===== src/design/iepb_map.svh =====
// ============================================================
// register map and constants of the interrupt enable/priority bank
// assumes a 32-bit apb slave with word-aligned registers
//
// Notes on behaviour
// - in enable bank two, bits fifteen down to seven do nothing, read zero and drop writes.
// - an enable bit at one lets its source request through, at zero it blocks it.
// - bank two holds capture4, capture3, dma3 done, can event, can rx ready, spi2 event and spi2 error at bits 6 to 0.
// - without the can controller the can enable bits have no effect and those interrupts stay off.
// - bank three holds quad decoder 1 at bit 10 and pwm special match at bit 9, bits 15-11 and 8-7 read zero.
// - bank three holds ext irq4 at bit 6, ext irq3 at bit 5, i2c2 master at bit 2, i2c2 slave at bit 1, others zero.
// - bank four holds quad decoder 2 at bit 11, pwm secondary match error at bit 9 and can tx request at bit 6.
// - bank four holds uart2 error at bit 2 and uart1 error at bit 1, all other bits read zero.
// - bank five holds pwm2, pwm1, adc pair 12 at bits 15-13 and adc pairs 11-8 at bits 4-1, others zero.
// - bank six holds adc pairs 1 and 0 at bits 15-14, comparators 4-2 at bits 9-7, pwm 9-3 at bits 6-0.
// - bank seven holds adc pairs 7 to 2 at bits 5 to 0, bits 15-6 read zero.
// - priority register 0 holds 3-bit levels for timer1, out compare1, capture1 and ext irq0, gap bits read zero.
// - a priority field of 7 is highest, 1 is lowest, 0 disables the source.
// - at reset every enable bit clears and every priority field loads level four.
// - each source has a flag that reads one once its request has occurred, whatever its enable; the enable gates only the forwarded request.
// ============================================================
`ifndef IEPB_MAP_SVH
`define IEPB_MAP_SVH

// register byte offsets
`define IEPB_EN_BASE 8'h00
`define IEPB_PRIO0_OFF 8'h18
`define IEPB_FLAG_BASE 8'h20
`define IEPB_CLR_BASE 8'h40
`define IEPB_PFLAG_OFF 8'h60
`define IEPB_PCLR_OFF 8'h64

// implemented bits per enable bank
`define IEPB_MASK_BANK2 16'h007F
`define IEPB_MASK_BANK3 16'h0666
`define IEPB_MASK_BANK4 16'h0A46
`define IEPB_MASK_BANK5 16'hE01E
`define IEPB_MASK_BANK6 16'hC3FF
`define IEPB_MASK_BANK7 16'h003F

// can-related bits
`define IEPB_CAN_BANK2 16'h000C
`define IEPB_CAN_BANK4 16'h0040

// priority register layout and reset
`define IEPB_PRIO_MASK 16'h7777
`define IEPB_PRIO_RESET 16'h4444
`define IEPB_EN_RESET 16'h0000

`endif


===== src/design/iepb_pkg.sv =====
// ============================================================
// types of the interrupt enable/priority bank
// assumes iepb_map.svh supplies the constants
// ============================================================
package iepb_pkg;

  // six enable banks, numbered 2 to 7 in software
  typedef logic [5:0][15:0] iepb_bank_type;

  // whole state of the block
  typedef struct packed {
    iepb_bank_type en;
    iepb_bank_type flag;
    logic [15:0] prio;
    logic [3:0] pflag;
    logic [31:0] prdata;
    logic pready;
    logic pslverr;
    iepb_bank_type fwd;
    logic irq;
    logic [3:0] preq;
    logic [2:0] plevel;
  } iepb_state_type;

endpackage


===== src/design/iepb_top.sv =====
// ============================================================
// interrupt enable banks 2-7 and priority register 0, apb slave
// assumes sources and core arbitration run on pclk; request inputs are level or pulse, same domain
// ============================================================
`timescale 1ns/100ps
`include "iepb_map.svh"

module iepb_top
  import iepb_pkg::*;
#(
  parameter logic HAS_CAN = 1'b1
) (
  // clock and reset
  input wire logic pclk,
  input wire logic presetn,
  // apb slave
  input wire logic psel,
  input wire logic penable,
  input wire logic pwrite,
  input wire logic [7:0] paddr,
  input wire logic [31:0] pwdata,
  output logic [31:0] prdata,
  output logic pready,
  output logic pslverr,
  // peripheral requests, bank 2 at index 0
  input wire logic [5:0][15:0] src_req,
  // timer1, out compare1, capture1, ext irq0 requests at bits 3..0
  input wire logic [3:0] prio_src_req,
  input wire logic [3:0] prio_src_en,
  // towards core arbitration
  output logic [5:0][15:0] irq_fwd,
  output logic [3:0] prio_fwd,
  output logic [2:0] prio_level,
  output logic irq
);

  // ============================================================
  // helpers

  // implemented and writable bits of one bank
  function automatic logic [15:0] bank_mask(input int unsigned idx);
    logic [15:0] m;
    logic [15:0] can;
    m = 16'h0000;
    can = 16'h0000;
    case (idx)
      0: begin
        m = `IEPB_MASK_BANK2;
        can = `IEPB_CAN_BANK2;
      end
      1: m = `IEPB_MASK_BANK3;
      2: begin
        m = `IEPB_MASK_BANK4;
        can = `IEPB_CAN_BANK4;
      end
      3: m = `IEPB_MASK_BANK5;
      4: m = `IEPB_MASK_BANK6;
      5: m = `IEPB_MASK_BANK7;
      default: m = 16'h0000;
    endcase
    bank_mask = HAS_CAN ? m : (m & ~can);
  endfunction

  // 3-bit priority field of source i
  function automatic logic [2:0] prio_field(input logic [15:0] p, input int unsigned i);
    prio_field = p[4*i +: 3];
  endfunction

  // ============================================================
  // state

  iepb_state_type cur;
  iepb_state_type next_cur;

  logic acc;
  logic wr;
  logic [5:0] word;
  logic [5:0] fl_idx;
  logic [5:0] cl_idx;

  // access phase and completing write
  assign acc = psel & penable & ~cur.pready;
  assign wr = psel & penable & cur.pready & pwrite;
  assign word = paddr[7:2];
  assign fl_idx = word - 6'(`IEPB_FLAG_BASE >> 2);
  assign cl_idx = word - 6'(`IEPB_CLR_BASE >> 2);

  // next state
  always_comb begin
    logic [3:0] pcand;
    logic [2:0] best;
    logic hit;
    logic [31:0] rd;
    pcand = 4'h0;
    best = 3'h0;
    hit = 1'b0;
    rd = 32'h0000_0000;
    next_cur = cur;

    // read decode, one wait state
    if (word < 6'h06) begin
      hit = 1'b1;
      rd = {16'h0000, cur.en[word[2:0]]};
    end else if (word == 6'(`IEPB_PRIO0_OFF >> 2)) begin
      hit = 1'b1;
      rd = {16'h0000, cur.prio};
    end else if (word >= 6'(`IEPB_FLAG_BASE >> 2) && fl_idx < 6'h06) begin
      hit = 1'b1;
      rd = {16'h0000, cur.flag[fl_idx[2:0]]};
    end else if (word >= 6'(`IEPB_CLR_BASE >> 2) && cl_idx < 6'h06) begin
      hit = 1'b1;
    end else if (word == 6'(`IEPB_PFLAG_OFF >> 2)) begin
      hit = 1'b1;
      rd = {28'h000_0000, cur.pflag};
    end else if (word == 6'(`IEPB_PCLR_OFF >> 2)) begin
      hit = 1'b1;
    end
    next_cur.pready = acc;
    if (acc) begin
      next_cur.prdata = pwrite ? 32'h0000_0000 : rd;
      next_cur.pslverr = ~hit;
    end else begin
      next_cur.prdata = 32'h0000_0000;
      next_cur.pslverr = 1'b0;
    end

    for (int i = 0; i < 6; i++) begin
      logic [15:0] clr;
      clr = 16'h0000;
      if (wr && word >= 6'(`IEPB_CLR_BASE >> 2) && cl_idx == 6'(i))
        clr = pwdata[15:0];
      next_cur.flag[i] = ((cur.flag[i] & ~clr) | src_req[i]) & bank_mask(i);
    end
    if (wr && word == 6'(`IEPB_PCLR_OFF >> 2))
      next_cur.pflag = (cur.pflag & ~pwdata[3:0]) | prio_src_req;
    else
      next_cur.pflag = cur.pflag | prio_src_req;

    for (int i = 0; i < 6; i++) begin
      if (wr && word == 6'(i))
        next_cur.en[i] = pwdata[15:0] & bank_mask(i);
    end
    if (wr && word == 6'(`IEPB_PRIO0_OFF >> 2))
      next_cur.prio = pwdata[15:0] & `IEPB_PRIO_MASK;

    for (int i = 0; i < 6; i++)
      next_cur.fwd[i] = cur.flag[i] & cur.en[i] & bank_mask(i);
    next_cur.irq = |next_cur.fwd;

    for (int i = 0; i < 4; i++) begin
      pcand[i] = cur.pflag[i] & prio_src_en[i] & (prio_field(cur.prio, i) != 3'h0);
      if (pcand[i] && prio_field(cur.prio, i) > best)
        best = prio_field(cur.prio, i);
    end
    next_cur.preq = pcand;
    next_cur.plevel = best;
  end

  // state register
  always_ff @(posedge pclk or negedge presetn) begin
    if (!presetn) begin
      cur <= '0;
      cur.prio <= `IEPB_PRIO_RESET;
    end else begin
      cur <= next_cur;
    end
  end

  // outputs straight from flops
  assign prdata = cur.prdata;
  assign pready = cur.pready;
  assign pslverr = cur.pslverr;
  assign irq_fwd = cur.fwd;
  assign prio_fwd = cur.preq;
  assign prio_level = cur.plevel;
  assign irq = cur.irq;

endmodule


===== config.mk =====
export PLATFORM = sky130hd
export DESIGN_NAME = iepb_top
export DESIGN_NICKNAME = d
export VERILOG_FILES = /design/src/design/iepb_pkg.sv /design/src/design/iepb_top.sv
export VERILOG_INCLUDE_DIRS = /design/src /design/src/design
export SDC_FILE = /design/constraint.sdc
export NUM_CORES = 1
export LEC_CHECK = 0
export BUFFER_PORTS_ARGS = -buffer_cell sky130_fd_sc_hd__buf_2
export CORE_ASPECT_RATIO = 0.7
export CORE_MARGIN = 2
export CORE_UTILIZATION = 55
export DETAILED_ROUTE_END_ITERATION = 10
export PLACE_DENSITY = 0.86
export SYNTH_ARGS = -nofsm -noshare
export SYNTH_HDL_FRONTEND = slang
export SYNTH_SLANG_ARGS = --single-unit

===== constraint.sdc =====
create_clock -name pclk -period 9.1 [get_ports pclk]
set_input_delay 0.455 -clock pclk [delete_from_list [all_inputs] [get_ports pclk]]
set_output_delay 0.455 -clock pclk [all_outputs]
set_load 0.02 [all_outputs]

; ---- After elaboration in Yosys (flattened, before gate mapping)
; Index checks and enable logic that the tools add are counted.
[totals]
output_inout_bits = 138
mem_bits_rw = 0
regBits = 240
mem_bits_ro = 0
latchBits = 0
wordCells = 163
mem_count = 0
[op_classes]
n_addsub = 2
n_reduce_logical = 28
muxes = 35
n_bitwise = 48
n_lt_le_gt_ge = 11
shifts = 0
n_eq_ne = 13
n_div = 0
multipliers = 0
[op_table]
columns = operator, n
row1 = two-way mux 32 bit, 6
row2 = bitwise AND 16 bit, 10
row3 = two-way mux 16 bit, 10
row4 = binary-select mux 16 bit (select 3 bit), 2
row5 = OR reduction 43 bit, 1
row6 = NOT 16 bit, 2
row7 = bitwise OR 16 bit, 2
row8 = "== test 6 x 3 -> 1 bit, second input constant", 5
row9 = bitwise AND 12 bit, 2
row10 = "== test 6 x 2 -> 1 bit, second input constant", 4
row11 = bitwise AND 11 bit, 2
row12 = logical AND 1 bit, 21
row13 = "< comparator 6 x 3 -> 1 bit, second input constant", 3
row14 = bitwise AND 7 bit, 2
row15 = bitwise AND 1 bit, 12
row16 = bitwise AND 6 bit, 2
row17 = "== test 6 x 1 -> 1 bit, second input constant", 2
row18 = "== test 6 x 5 -> 1 bit, second input constant", 2
row19 = logical NOT 6 bit, 2
row20 = two-way mux 12 bit, 1
row21 = two-way mux 3 bit, 4
row22 = NOT 12 bit, 1
row23 = bitwise OR 12 bit, 1
row24 = nonzero test 3 bit, 4
row25 = other kinds (22), 34

; ---- Depth between registers and ports, before layout
; Gate-level depths: netlist of run 1.
[depth]
word_depth = 13
mapped_depth = 17
depth_no_buf = 17

; ---- Least setup slack after synthesis of run 1
; Ideal clock, no wire load.
[synth_path]
path_type = input to register
startpoint = input prio_src_en[0]
endpoint = register cur (netlist bit prio_level[0])
arrival_ns = 4.003
stages = 17
path_buffers = 0
t_required_ns = 8.980
path_slack_ns = 4.976
setup_ns = 0.120
path_cell_list = nand3_1 -> ha_1 -> nor2b_1 -> o21ai_0 -> a21oi_1 -> mux2_2 -> ha_1 -> nor2b_1 -> o21a_1 -> o21ai_1 -> mux2_2 -> ha_1 -> nor2b_1 -> o21a_1 -> o21ai_0 -> nand2_1 -> o211a_1
[synth_lines]
columns = item, line_no
row1 = "start, declared", iepb_top.sv:29  ; input wire logic [3:0] prio_src_en,
row2 = "end signal, assigned", iepb_top.sv:165  ; cur <= next_cur;
row3 = "end, declared", iepb_top.sv:72  ; iepb_state_type cur;

==> results by group, run 1 <==
GRT
  – Largest net degree at the start of global routing: 118
  – Global route overflow: 0
  – Global-route wire length before repair: 31800 um
  – Initial antenna violation count: 2
  – Vias in the first global route: 5693
  – Tot GR Track Use: 25.9%

Timing
  – Min setup slack post-route: 4.52 ns
  – Hold Vio Cnt, Final: 0
  – Worst Tran Pin Value: 1.34 ns
  – Fmax: 0.219 GHz
  – Final setup TNS: 0 ns
  – Slew Limit Fails: 0
  – Final setup violation count: 0
  – Final clock skew: 0.00949 ns
  – Min Tclk post-route: 4.58 ns
  – Final cycle utilization of the critical path: 50.3%
  – Slew HR: 10.1%
  – RSZ-0062 raised after global routing: no

Setup path
  – R2R Path Start: cur[138]$_DFF_PN0_
  – Critical Path End: prio_level[0]$_DFF_PN0_
  – Worst setup path startpoint: cur[138]$_DFF_PN0_
  – R2R Path End: prio_level[0]$_DFF_PN0_
  – Type of the worst setup path: reg -> reg
  – CP Launch Type: register
  – Worst Reg2Reg Path Length in Cells: 17
  – FF-to-FF setup slack: 4.52 ns
  – Critical Path End Type: register
  – Critical path peak fanout: 6
  – WP data required: 9.42 ns
  – Arrival time at the worst endpoint: 4.90 ns

Power
  – Worst vdd ir: 0.105 mV
  – Lkg Pwr: 4.41 nW
  – Power per cell area: 181 mW/mm2

Clock network
  – Post-CTS Setup Inserts: 0
  – Number of buffers created by CTS: 17
  – # resized after CTS: 0
  – CTS tree: yes
  – CTS Root Cell: clkbuf_16
  – CTS H-Tree Depth: 4
  – Max Buffers Root-to-Sink: 2
  – Clock transition at the registers of the reported paths: 0.07 ns
  – Hold-fix buffers, CTS: 0
  – Skew-Pair Late Insertion Delay: 0.43 ns
  – Sink Count: 171

Drt
  – DR pass1 iterations: 6
  – Number of DRC markers in iteration 0: 554
  – M1 WL: 8920 um
  – DRT antenna net count: 0
  – Vias: 5883
  – Routed vias/inst: 5.62
  – Residual DRC count: 0
  – Uppermost layer routed: met5
  – Post-Route WL: 20600 um
  – WL per Instance: 19.7 um
  – Met2 wire len: 9220 um
  – Routed wl met3: 2110 um

Floorplan
  – Total Die Area: 0.0164 mm2
  – Die X-Extent: 152 um
  – Num rows: 37
  – Initial Util: 56.7%
  – Total core area: 0.0149 mm2
  – I/O pins: 287
  – Die height: 108 um

Layout
  – Fin nets: 996
  – Layout cell share with drive strength beyond 1: 29.9%
  – Area Growth Syn to Fin: 8.90%

Synth
  – Synth cell types: 52
  – Cells after Synth: 762
  – Synthesized area per cell: 11.1 um2
  – Register bit total from synthesis: 171
  – EDFF count, synth: 0
  – Top_reg_cell synth: dfrtp_1
  – Area of the mapped netlist: 0.00843 mm2
  – Asr flop ratio synth: 100%
  – Register area share after synthesis: 50.8%
  – Synth warn: 0

Run
  – Max-cap violation count: 0

Place
  – Hpwl dp: 15200 um
  – RePlAce Congestion: 0.948
  – Setup WS pre-CTS: 4.38 ns
  – Buffers on Ports: 146

Outcome
  – Outcome: finished clean

Worst hold path
  – Hold WC Path Type: in -> async
-- layout make-up --
cell class	count	area (um2)
sequential	171	4280
inverter	14	52.6
clock buffer	17	425
timing repair buffer	149	759
fill	1198	5680
antenna	2	5.00
clock inverter	15	188
tap	195	244
multi-input combinational	484	3220
-- critical path, cell delays in order, from the launching register on --
cell and delay, ns:
dfrtp_1 0.42, nand3_1 0.13, ha_1 0.31, nor2b_1 0.13, o21ai_0 0.08, a21oi_1 0.32, mux2_2 0.42, ha_1 0.30
nor2b_1 0.14, o21a_1 0.17, o21ai_1 0.36, mux2_2 0.41, ha_1 0.28, nor2b_1 0.13, o21a_1 0.18, o21ai_0 0.36
nand2_1 0.11, o211a_1 0.22
-- state kept, by name, summed over array words and instances, names as in the netlist --
signal / cells
cur: 102
irq: 1
irq_fwd: 43
prdata: 16
pready: 1
prio_fwd: 4
prio_level: 3
pslverr: 1
-- per-layer routing --
| layer | vias up | global-route usage [%] |
|---|---|---|
| li1 | 2591 | - |
| met1 | 2925 | 37.2 |
| met2 | 331 | 38.5 |
| met3 | 34 | 6.72 |
| met4 | 2 | 8.01 |
| met5 | - | 3.17 |
-- synthesized netlist by cell type (11+ instances only) --
cell | count | share of area, %
nor3_1 | 12 | 0.71
buf_4 | 135 | 12
a21o_1 | 46 | 4.1
nor2_1 | 25 | 1.1
mux2_2 | 53 | 7.1
dfrtp_1 | 167 | 50
nand2_1 | 77 | 3.4
and2_1 | 47 | 3.5
inv_1 | 14 | 0.62
clkbuf_1 | 13 | 0.58
o21ai_0 | 18 | 1.1
nand3_1 | 11 | 0.65
-- worst min path at each step --
stage	to	slack, ns
after detailed placement	cur[243]$_DFF_PN0_	0.48
after CTS	cur[192]$_DFF_PN0_	0.19
after floorplan	cur[138]$_DFF_PN0_	0.16
final	irq_fwd[62]$_DFF_PN0_	0.17
after global placement	cur[229]$_DFF_PN0_	0.47
after global routing	cur[180]$_DFF_PN0_	0.21
-- placed cells by master (no fill, tap or decap), types with 6 or more instances in the layout --
cell type / count
nand3_1: 11
nor2_1: 25
a22o_1: 9
a21oi_1: 6
conb_1: 69
mux2_2: 53
a221oi_1: 9
a211oi_1: 8
buf_2: 145
inv_1: 14
clkbuf_16: 17
dfrtp_1: 167
or4_1: 6
nand2_1: 77
o21ai_0: 18
a22oi_1: 9
nor3_1: 12
mux2i_1: 10
a21o_1: 46
ha_1: 10
and2_1: 47
-- stage by stage --
stage / instances / util (%) / power (W) / cell area (um2) / hold WS (ns)
floorplan: 830 / - / 0.000896 / 8690 / 0.159
global placement: 1013 / 57.6 / 0.000922 / 8560 / 0.474
detailed placement: 1013 / 57.6 / 0.000924 / 8560 / 0.483
CTS: 1045 / 61.7 / 0.00166 / 9180 / 0.192
global route: 1047 / 61.8 / 0.00171 / 9180 / 0.205
finish: 1047 / 61.8 / 0.00166 / 9180 / 0.172
-- where the power goes --
part / total, W / leakage (nW) / internal [W] / switching, W
clock network: 0.000748 / 0.284 / 0.000436 / 0.000312
registers: 0.000774 / 2.07 / 0.000769 / 0.00000477
logic: 0.000138 / 2.06 / 0.0000392 / 0.0000986
-- logic make-up (layout without fill, tap and decap cells) --
logic type | Yosys count | after routing | share of synthesized area [%]
AO/OA/AOI/OAI | 123 | 123 | 10.8
XOR/XNOR | 1 | 1 | 0.104
adder cells (fa/ha/maj) | 10 | 10 | 1.48
buffers and inverters | 175 | 195 | 14.0
flip-flops | 171 | 171 | 50.8
multiplexers | 69 | 69 | 9.91
other | 1 | 71 | 0.0445
AND/OR/NAND/NOR | 212 | 212 | 12.9
No activity file was read; power rests on OpenSTA's default activity.
==> inputs of run 2 (changes only) <==
- CORE_UTILIZATION: 55 -> 46
- PLACE_DENSITY: 0.86 -> 0.77
- clock period: 9.1 -> 4.2 ns (I/O delays scaled with it)
==> run 2 against run 1 <==
  * Final cell count rose by 8.7%
  * Via count rose by 2.4%
  * First-iteration DRC count rose by 25%
  * Non-clock buffer count rose by 52
  * Clock skew rose by 0.0012 ns
  * Core utilization fell by 7.4 points
  * Worst setup slack got worse by 4.4 ns
  * Clock power rose by 140%
  * Worst hold slack got worse by 0.15 ns
  * Flip-flop and latch count did not move
  * Combinational power rose by 150%
  * Cell area rose by 6.7%
  * Highest routed layer unchanged
==> results by group, run 2 (synthesis gave the netlist of run 1 again) <==
Timing
  – Fmax: 0.248 GHz (+13%)
  – Slew HR: 16.9% (+6.8 points)
  – Min Tclk post-route: 4.03 ns (-0.544 ns)
  – Hold Vio Cnt, Final: 0 (unchanged)
  – Final setup TNS: 0 ns (unchanged)
  – Final setup violation count: 0 (unchanged)
  – WHS: 0.0249 ns (-0.147 ns)
  – Worst Tran Pin Value: 1.24 ns (-0.101 ns)
  – Min setup slack post-route: 0.168 ns (-4.36 ns)
  – Slew Limit Fails: 0 (unchanged)
  – Final clock skew: 0.0107 ns (+0.00117 ns)
  – Final cycle utilization of the critical path: 96.0% (+46 points)

Floorplan
  – Die height: 117 um (+9.0%)
  – I/O pins: 287 (unchanged)
  – Total Die Area: 0.0194 mm2 (+19%)
  – Die X-Extent: 166 um (+9.1%)
  – Num rows: 41 (+11%)
  – Total core area: 0.0180 mm2 (+21%)
  – Initial Util: 46.8% (-9.9 points)

Clock network
  – Sink Count: 171 (unchanged)
  – CTS H-Tree Depth: 4 (unchanged)
  – CTS tree: yes
  – CTS Root Cell: clkbuf_16
  – Skew-Pair Late Insertion Delay: 0.44 ns (about the same)
  – Clock transition at the registers of the reported paths: 0.06 ns (about the same)
  – Post-CTS Setup Inserts: 0 (unchanged)
  – Max Buffers Root-to-Sink: 2 (unchanged)
  – Number of buffers created by CTS: 17 (unchanged)

Layout
  – Fin util: 54.4% (-7.4 points)
  – Max FFs per register: 102 (unchanged)
  – Area Growth Syn to Fin: 16.2%
  – Most frequent cells in the layout: dfrtp_1, buf_2, nand2_1
  – Top reg by flops: cur
  – Commonest non-fill, non-tap cell in the layout: dfrtp_1
  – Fin nets: 1048 (+5.2%)
  – Layout cell share with drive strength beyond 1: 28.6% (-1.2 points)

GRT
  – Global-route wire length before repair: 33600 um (+5.8%)
  – Initial antenna violation count: 2 (unchanged)
  – Global route overflow: 0 (unchanged)
  – Largest net degree at the start of global routing: 105 (-11%)
  – Tot GR Track Use: 23.2% (-2.6 points)
  – Vias in the first global route: 5895 (+3.5%)

Setup path
  – Critical Path End Type: register
  – Critical path peak fanout: 4 (-2)
  – WP data required: 4.53 ns (-4.89 ns)
  – Worst Reg2Reg Path Length in Cells: 17 (unchanged)
  – Arrival time at the worst endpoint: 4.36 ns (-0.54 ns)
  – Type of the worst setup path: reg -> reg
  – R2R Path Start: cur[144]$_DFFE_PN1P_
  – CP Launch Type: register
  – FF-to-FF setup slack: 0.17 ns (-4.36 ns)
  – R2R Path End: prio_level[0]$_DFF_PN0_

Place
  – RePlAce Congestion: 0.879 (-7.2%)
  – Hpwl dp: 16300 um (+7.3%)
  – Setup WS pre-CTS: 0.0272 ns (-4.36 ns)
  – Buffers on Ports: 146 (unchanged)

Drt
  – Residual DRC count: 0 (unchanged)
  – Post-Route WL: 22300 um (+7.9%)
  – Number of DRC markers in iteration 0: 692 (+25%)
  – DRT antenna net count: 0 (unchanged)
  – Routed vias/inst: 5.30 (-5.7%)
  – DR pass1 iterations: 5 (-1)
  – Vias: 6027 (+2.4%)
  – WL per Instance: 19.6 um (-0.76%)

Worst hold path
  – Hold WC Path Type: in -> reg
  – Hold path depth: 2
  – Hold_sp: src_req[83]
  – Min-Delay Endpoint: cur[241]$_DFF_PN0_

Power
  – Power per cell area: 386 mW/mm2 (+110%)
  – Lkg Pwr: 4.66 nW (+5.7%)
  – Worst vdd ir: 0.249 mV (+140%)

Outcome
  – Outcome: finished clean

Run
  – Max-cap violation count: 0 (unchanged)
==> run 2: layout make-up <==
type	count	area, um2
clock inverter	10	188
inverter	14	52.6
multi-input combinational	484	3230
timing repair buffer	201	1270
fill	1552	8210
clock buffer	21	470
sequential	171	4280
antenna	1	2.50
tap	236	295
==> run 2: worst max-delay path by stage <==
| stage | from | cells after the start | endpoint |
|---|---|---|---|
| final | cur[144]$_DFFE_PN1P_ | 17 | prio_level[0]$_DFF_PN0_ |
| after global routing | cur[144]$_DFFE_PN1P_ | 17 | prio_level[2]$_DFF_PN0_ |
| after CTS | cur[144]$_DFFE_PN1P_ | 17 | prio_level[0]$_DFF_PN0_ |
| after detailed placement | cur[144]$_DFFE_PN1P_ | 17 | prio_level[0]$_DFF_PN0_ |
| after global placement | cur[144]$_DFFE_PN1P_ | 18 | prio_level[0]$_DFF_PN0_ |
| after floorplan | cur[144]$_DFFE_PN1P_ | 17 | prio_level[0]$_DFF_PN0_ |
==> run 2: routing by layer <==
metal / GRT usage [%] / vias up / wire length [um]
met3: 6.96 / 34 / 2110
met4: 7.13 / 2 / 257
met2: 35.5 / 296 / 9960
met1: 32.2 / 3003 / 9920
met5: 0.725 / - / 15
li1: - / 2692 / -
==> run 2: power by group <==
group          internal (W)  switching (W)  total [W]
registers           0.00167      0.0000101    0.00168
logic              0.000117       0.000224   0.000341
clock network       0.00110       0.000657    0.00176
==> run 2: per-stage QoR <==
stage	total power [W]	area (um2)	instances
floorplan	0.00194	8690	830
global placement	0.00200	8640	1058
detailed placement	0.00201	8640	1058
CTS	0.00379	9780	1137
global route	0.00390	9790	1137
finish	0.00378	9790	1138
==> run 2: worst max-delay path, stage by stage (launching register included) <==
cell and delay [ns]:
dfstp_2 0.56, nand3_1 0.10, ha_1 0.30, nand3_1 0.09, nand2_1 0.06, a21oi_2 0.14, mux2_2 0.39, ha_1 0.30
nor2b_1 0.14, o21a_1 0.19, o21ai_2 0.14, mux2_2 0.37, ha_1 0.28, nor2b_1 0.13, o21a_1 0.18, o21ai_1 0.25
nand2_1 0.09, o211a_1 0.20
==> run 2: what timing repair did <==
item                       CTS  global route
gates resized for setup      0             3
hold endpoints to repair   148             0
hold buffers                48             0
setup endpoints to repair    0             3
==> inputs of run 3 (changes only) <==
- HOLD_SLACK_MARGIN: not set -> 0.03
==> run 3 against run 2 <==
  * First-iteration DRC count is 0.14% higher
  * Worst hold slack improved by 0.021 ns
  * Sequential power about the same
  * Cell area grew 0.41%
  * Critical path type unchanged
  * Largest power group unchanged
  * Highest routed layer unchanged
==> results by group, run 3 (synthesis gave the netlist of run 1 again) <==
Setup path
  – R2R Path End: prio_level[0]$_DFF_PN0_
  – Critical Path End: prio_level[0]$_DFF_PN0_
  – Worst Reg2Reg Path Length in Cells: 17 (unchanged)
  – FF-to-FF setup slack: 0.17 ns (about the same)
  – Critical Path End Type: register
  – Type of the worst setup path: reg -> reg
  – Critical path peak fanout: 4 (unchanged)
  – CP Launch Type: register
  – R2R Path Start: cur[144]$_DFFE_PN1P_
  – Arrival time at the worst endpoint: 4.36 ns (about the same)
  – WP data required: 4.53 ns (about the same)
  – Worst setup path startpoint: cur[144]$_DFFE_PN1P_

Timing
  – Final cycle utilization of the critical path: 96.0% (about the same)
  – Final clock skew: 0.00880 ns (-0.00186 ns)
  – Slew HR: 16.4% (-0.53 points)
  – Fmax: 0.248 GHz (about the same)
  – Final setup violation count: 0 (unchanged)
  – Min Tclk post-route: 4.03 ns (+0.00161 ns)
  – Slew Limit Fails: 0 (unchanged)
  – Hold Vio Cnt, Final: 0 (unchanged)
  – WHS: 0.0456 ns (+0.0207 ns)
  – Worst Tran Pin Value: 1.24 ns (+0.00787 ns)

Layout
  – Fin util: 54.6% (+0.22 points)
  – Most frequent cells in the layout: dfrtp_1, buf_2, nand2_1
  – Fin nets: 1052 (+0.38%)
  – Top reg by flops: cur
  – Layout cell share with drive strength beyond 1: 28.5% (-0.13 points)
  – Commonest non-fill, non-tap cell in the layout: dfrtp_1
  – Max FFs per register: 102 (unchanged)
  – Area Growth Syn to Fin: 16.6%

Drt
  – Residual DRC count: 0 (unchanged)
  – Vias: 6041 (+0.23%)
  – Routed vias/inst: 5.29 (-0.12%)
  – DR pass1 iterations: 5 (unchanged)
  – DRT antenna net count: 0 (unchanged)
  – WL per Instance: 19.5 um (-0.14%)
  – Post-Route WL: 22300 um (+0.22%)
  – Number of DRC markers in iteration 0: 693 (+0.14%)

Clock network
  – Number of buffers created by CTS: 17 (unchanged)
  – CTS tree: yes
  – Sink Count: 171 (unchanged)
  – CTS Root Cell: clkbuf_16
  – Skew-Pair Late Insertion Delay: 0.44 ns (about the same)
  – Post-CTS Setup Inserts: 0 (unchanged)
  – Max Buffers Root-to-Sink: 2 (unchanged)
  – Clock transition at the registers of the reported paths: 0.06 ns (about the same)
  – CTS H-Tree Depth: 4 (unchanged)

Place
  – RePlAce Congestion: 0.879 (unchanged)
  – Hpwl dp: 16300 um (unchanged)
  – Buffers on Ports: 146 (unchanged)

Power
  – Lkg Pwr: 4.68 nW (+0.36%)
  – Power per cell area: 384 mW/mm2 (-0.40%)
  – Worst vdd ir: 0.249 mV (+0.28%)

Run
  – Max-cap violation count: 0 (unchanged)

GRT
  – Initial antenna violation count: 2 (unchanged)
  – Vias in the first global route: 5915 (+0.34%)
  – Global route overflow: 0 (unchanged)
  – Global-route wire length before repair: 33700 um (+0.19%)
  – Tot GR Track Use: 23.3% (+0.038 points)
  – Largest net degree at the start of global routing: 105 (unchanged)

Floorplan
  – Die height: 117 um (unchanged)
  – I/O pins: 287 (unchanged)
  – Total Die Area: 0.0194 mm2 (unchanged)
  – Total core area: 0.0180 mm2 (unchanged)
  – Num rows: 41 (unchanged)
  – Initial Util: 46.8% (unchanged)
  – Die X-Extent: 166 um (unchanged)

Outcome
  – Outcome: finished clean

Worst hold path
  – Hold WC Path Type: in -> reg
-- run 3: how the worst min path moves through the flow --
stage,start,end,slack (ns),cells past startpoint
after floorplan,presetn,cur[138]$_DFF_PN0_,-0.09,0
after global placement,presetn,irq_fwd[4]$_DFF_PN0_,0.38,1
after detailed placement,presetn,irq_fwd[4]$_DFF_PN0_,0.39,1
after CTS,prio_src_en[3],prio_fwd[3]$_DFF_PN0_,0.04,2
after global routing,prio_src_en[3],prio_fwd[3]$_DFF_PN0_,0.04,2
final,prio_src_en[3],prio_fwd[3]$_DFF_PN0_,0.05,2
-- run 3: critical path, stage by stage, from the launching register on --
cell and delay [ns]:
dfstp_2 0.56, nand3_1 0.10, ha_1 0.30, nand3_1 0.09, nand2_1 0.06, a21oi_2 0.14
mux2_2 0.39, ha_1 0.30, nor2b_1 0.14, o21a_1 0.19, o21ai_2 0.14, mux2_2 0.37
ha_1 0.28, nor2b_1 0.13, o21a_1 0.18, o21ai_1 0.25, nand2_1 0.09, o211a_1 0.20
-- run 3: where the power goes --
part           switching (W)  internal (W)  leakage, nW
Combinational       0.000224      0.000119         2.30
Clock               0.000655       0.00110        0.316
Sequential         0.0000101       0.00167         2.07
-- run 3: timing repair --
item                                   in CTS  in global routing
hold buffers                               52                  0
gates resized for setup                     0                  3
setup endpoints to repair                   0                  3
endpoints found under the hold margin     153                  0
-- run 3: per-layer routing --
| metal | vias to the layer above | GRT usage (%) | wire length [um] | part of all wire, % |
|---|---|---|---|---|
| met5 | - | 0.725 | 15 | 0.067 |
| met2 | 288 | 35.7 | 9980 | 45 |
| met1 | 3011 | 32.2 | 9870 | 44 |
| met4 | 2 | 7.13 | 293 | 1.3 |
| li1 | 2704 | - | - | - |
| met3 | 36 | 6.93 | 2150 | 9.6 |
-- run 3: layout make-up --
cell class	count	area (um2)
inverter	14	52.6
multi-input combinational	484	3230
sequential	171	4280
antenna	1	2.50
clock inverter	10	188
tap	236	295
fill	1548	8170
clock buffer	21	470
timing repair buffer	205	1310
-- run 3: metrics by stage --
step	setup slack, ns	total power [W]	cells	cell area (um2)	TNS, ns
final	0.166	0.00378	1142	9830	0
after global routing	-0.0104	0.00390	1141	9830	-0.0160
after CTS	0.0124	0.00380	1141	9820	0
after detailed placement	0.0272	0.00201	1058	8640	0
after global placement	0.120	0.00200	1058	8640	0
after floorplan	0.0899	0.00194	830	8690	0
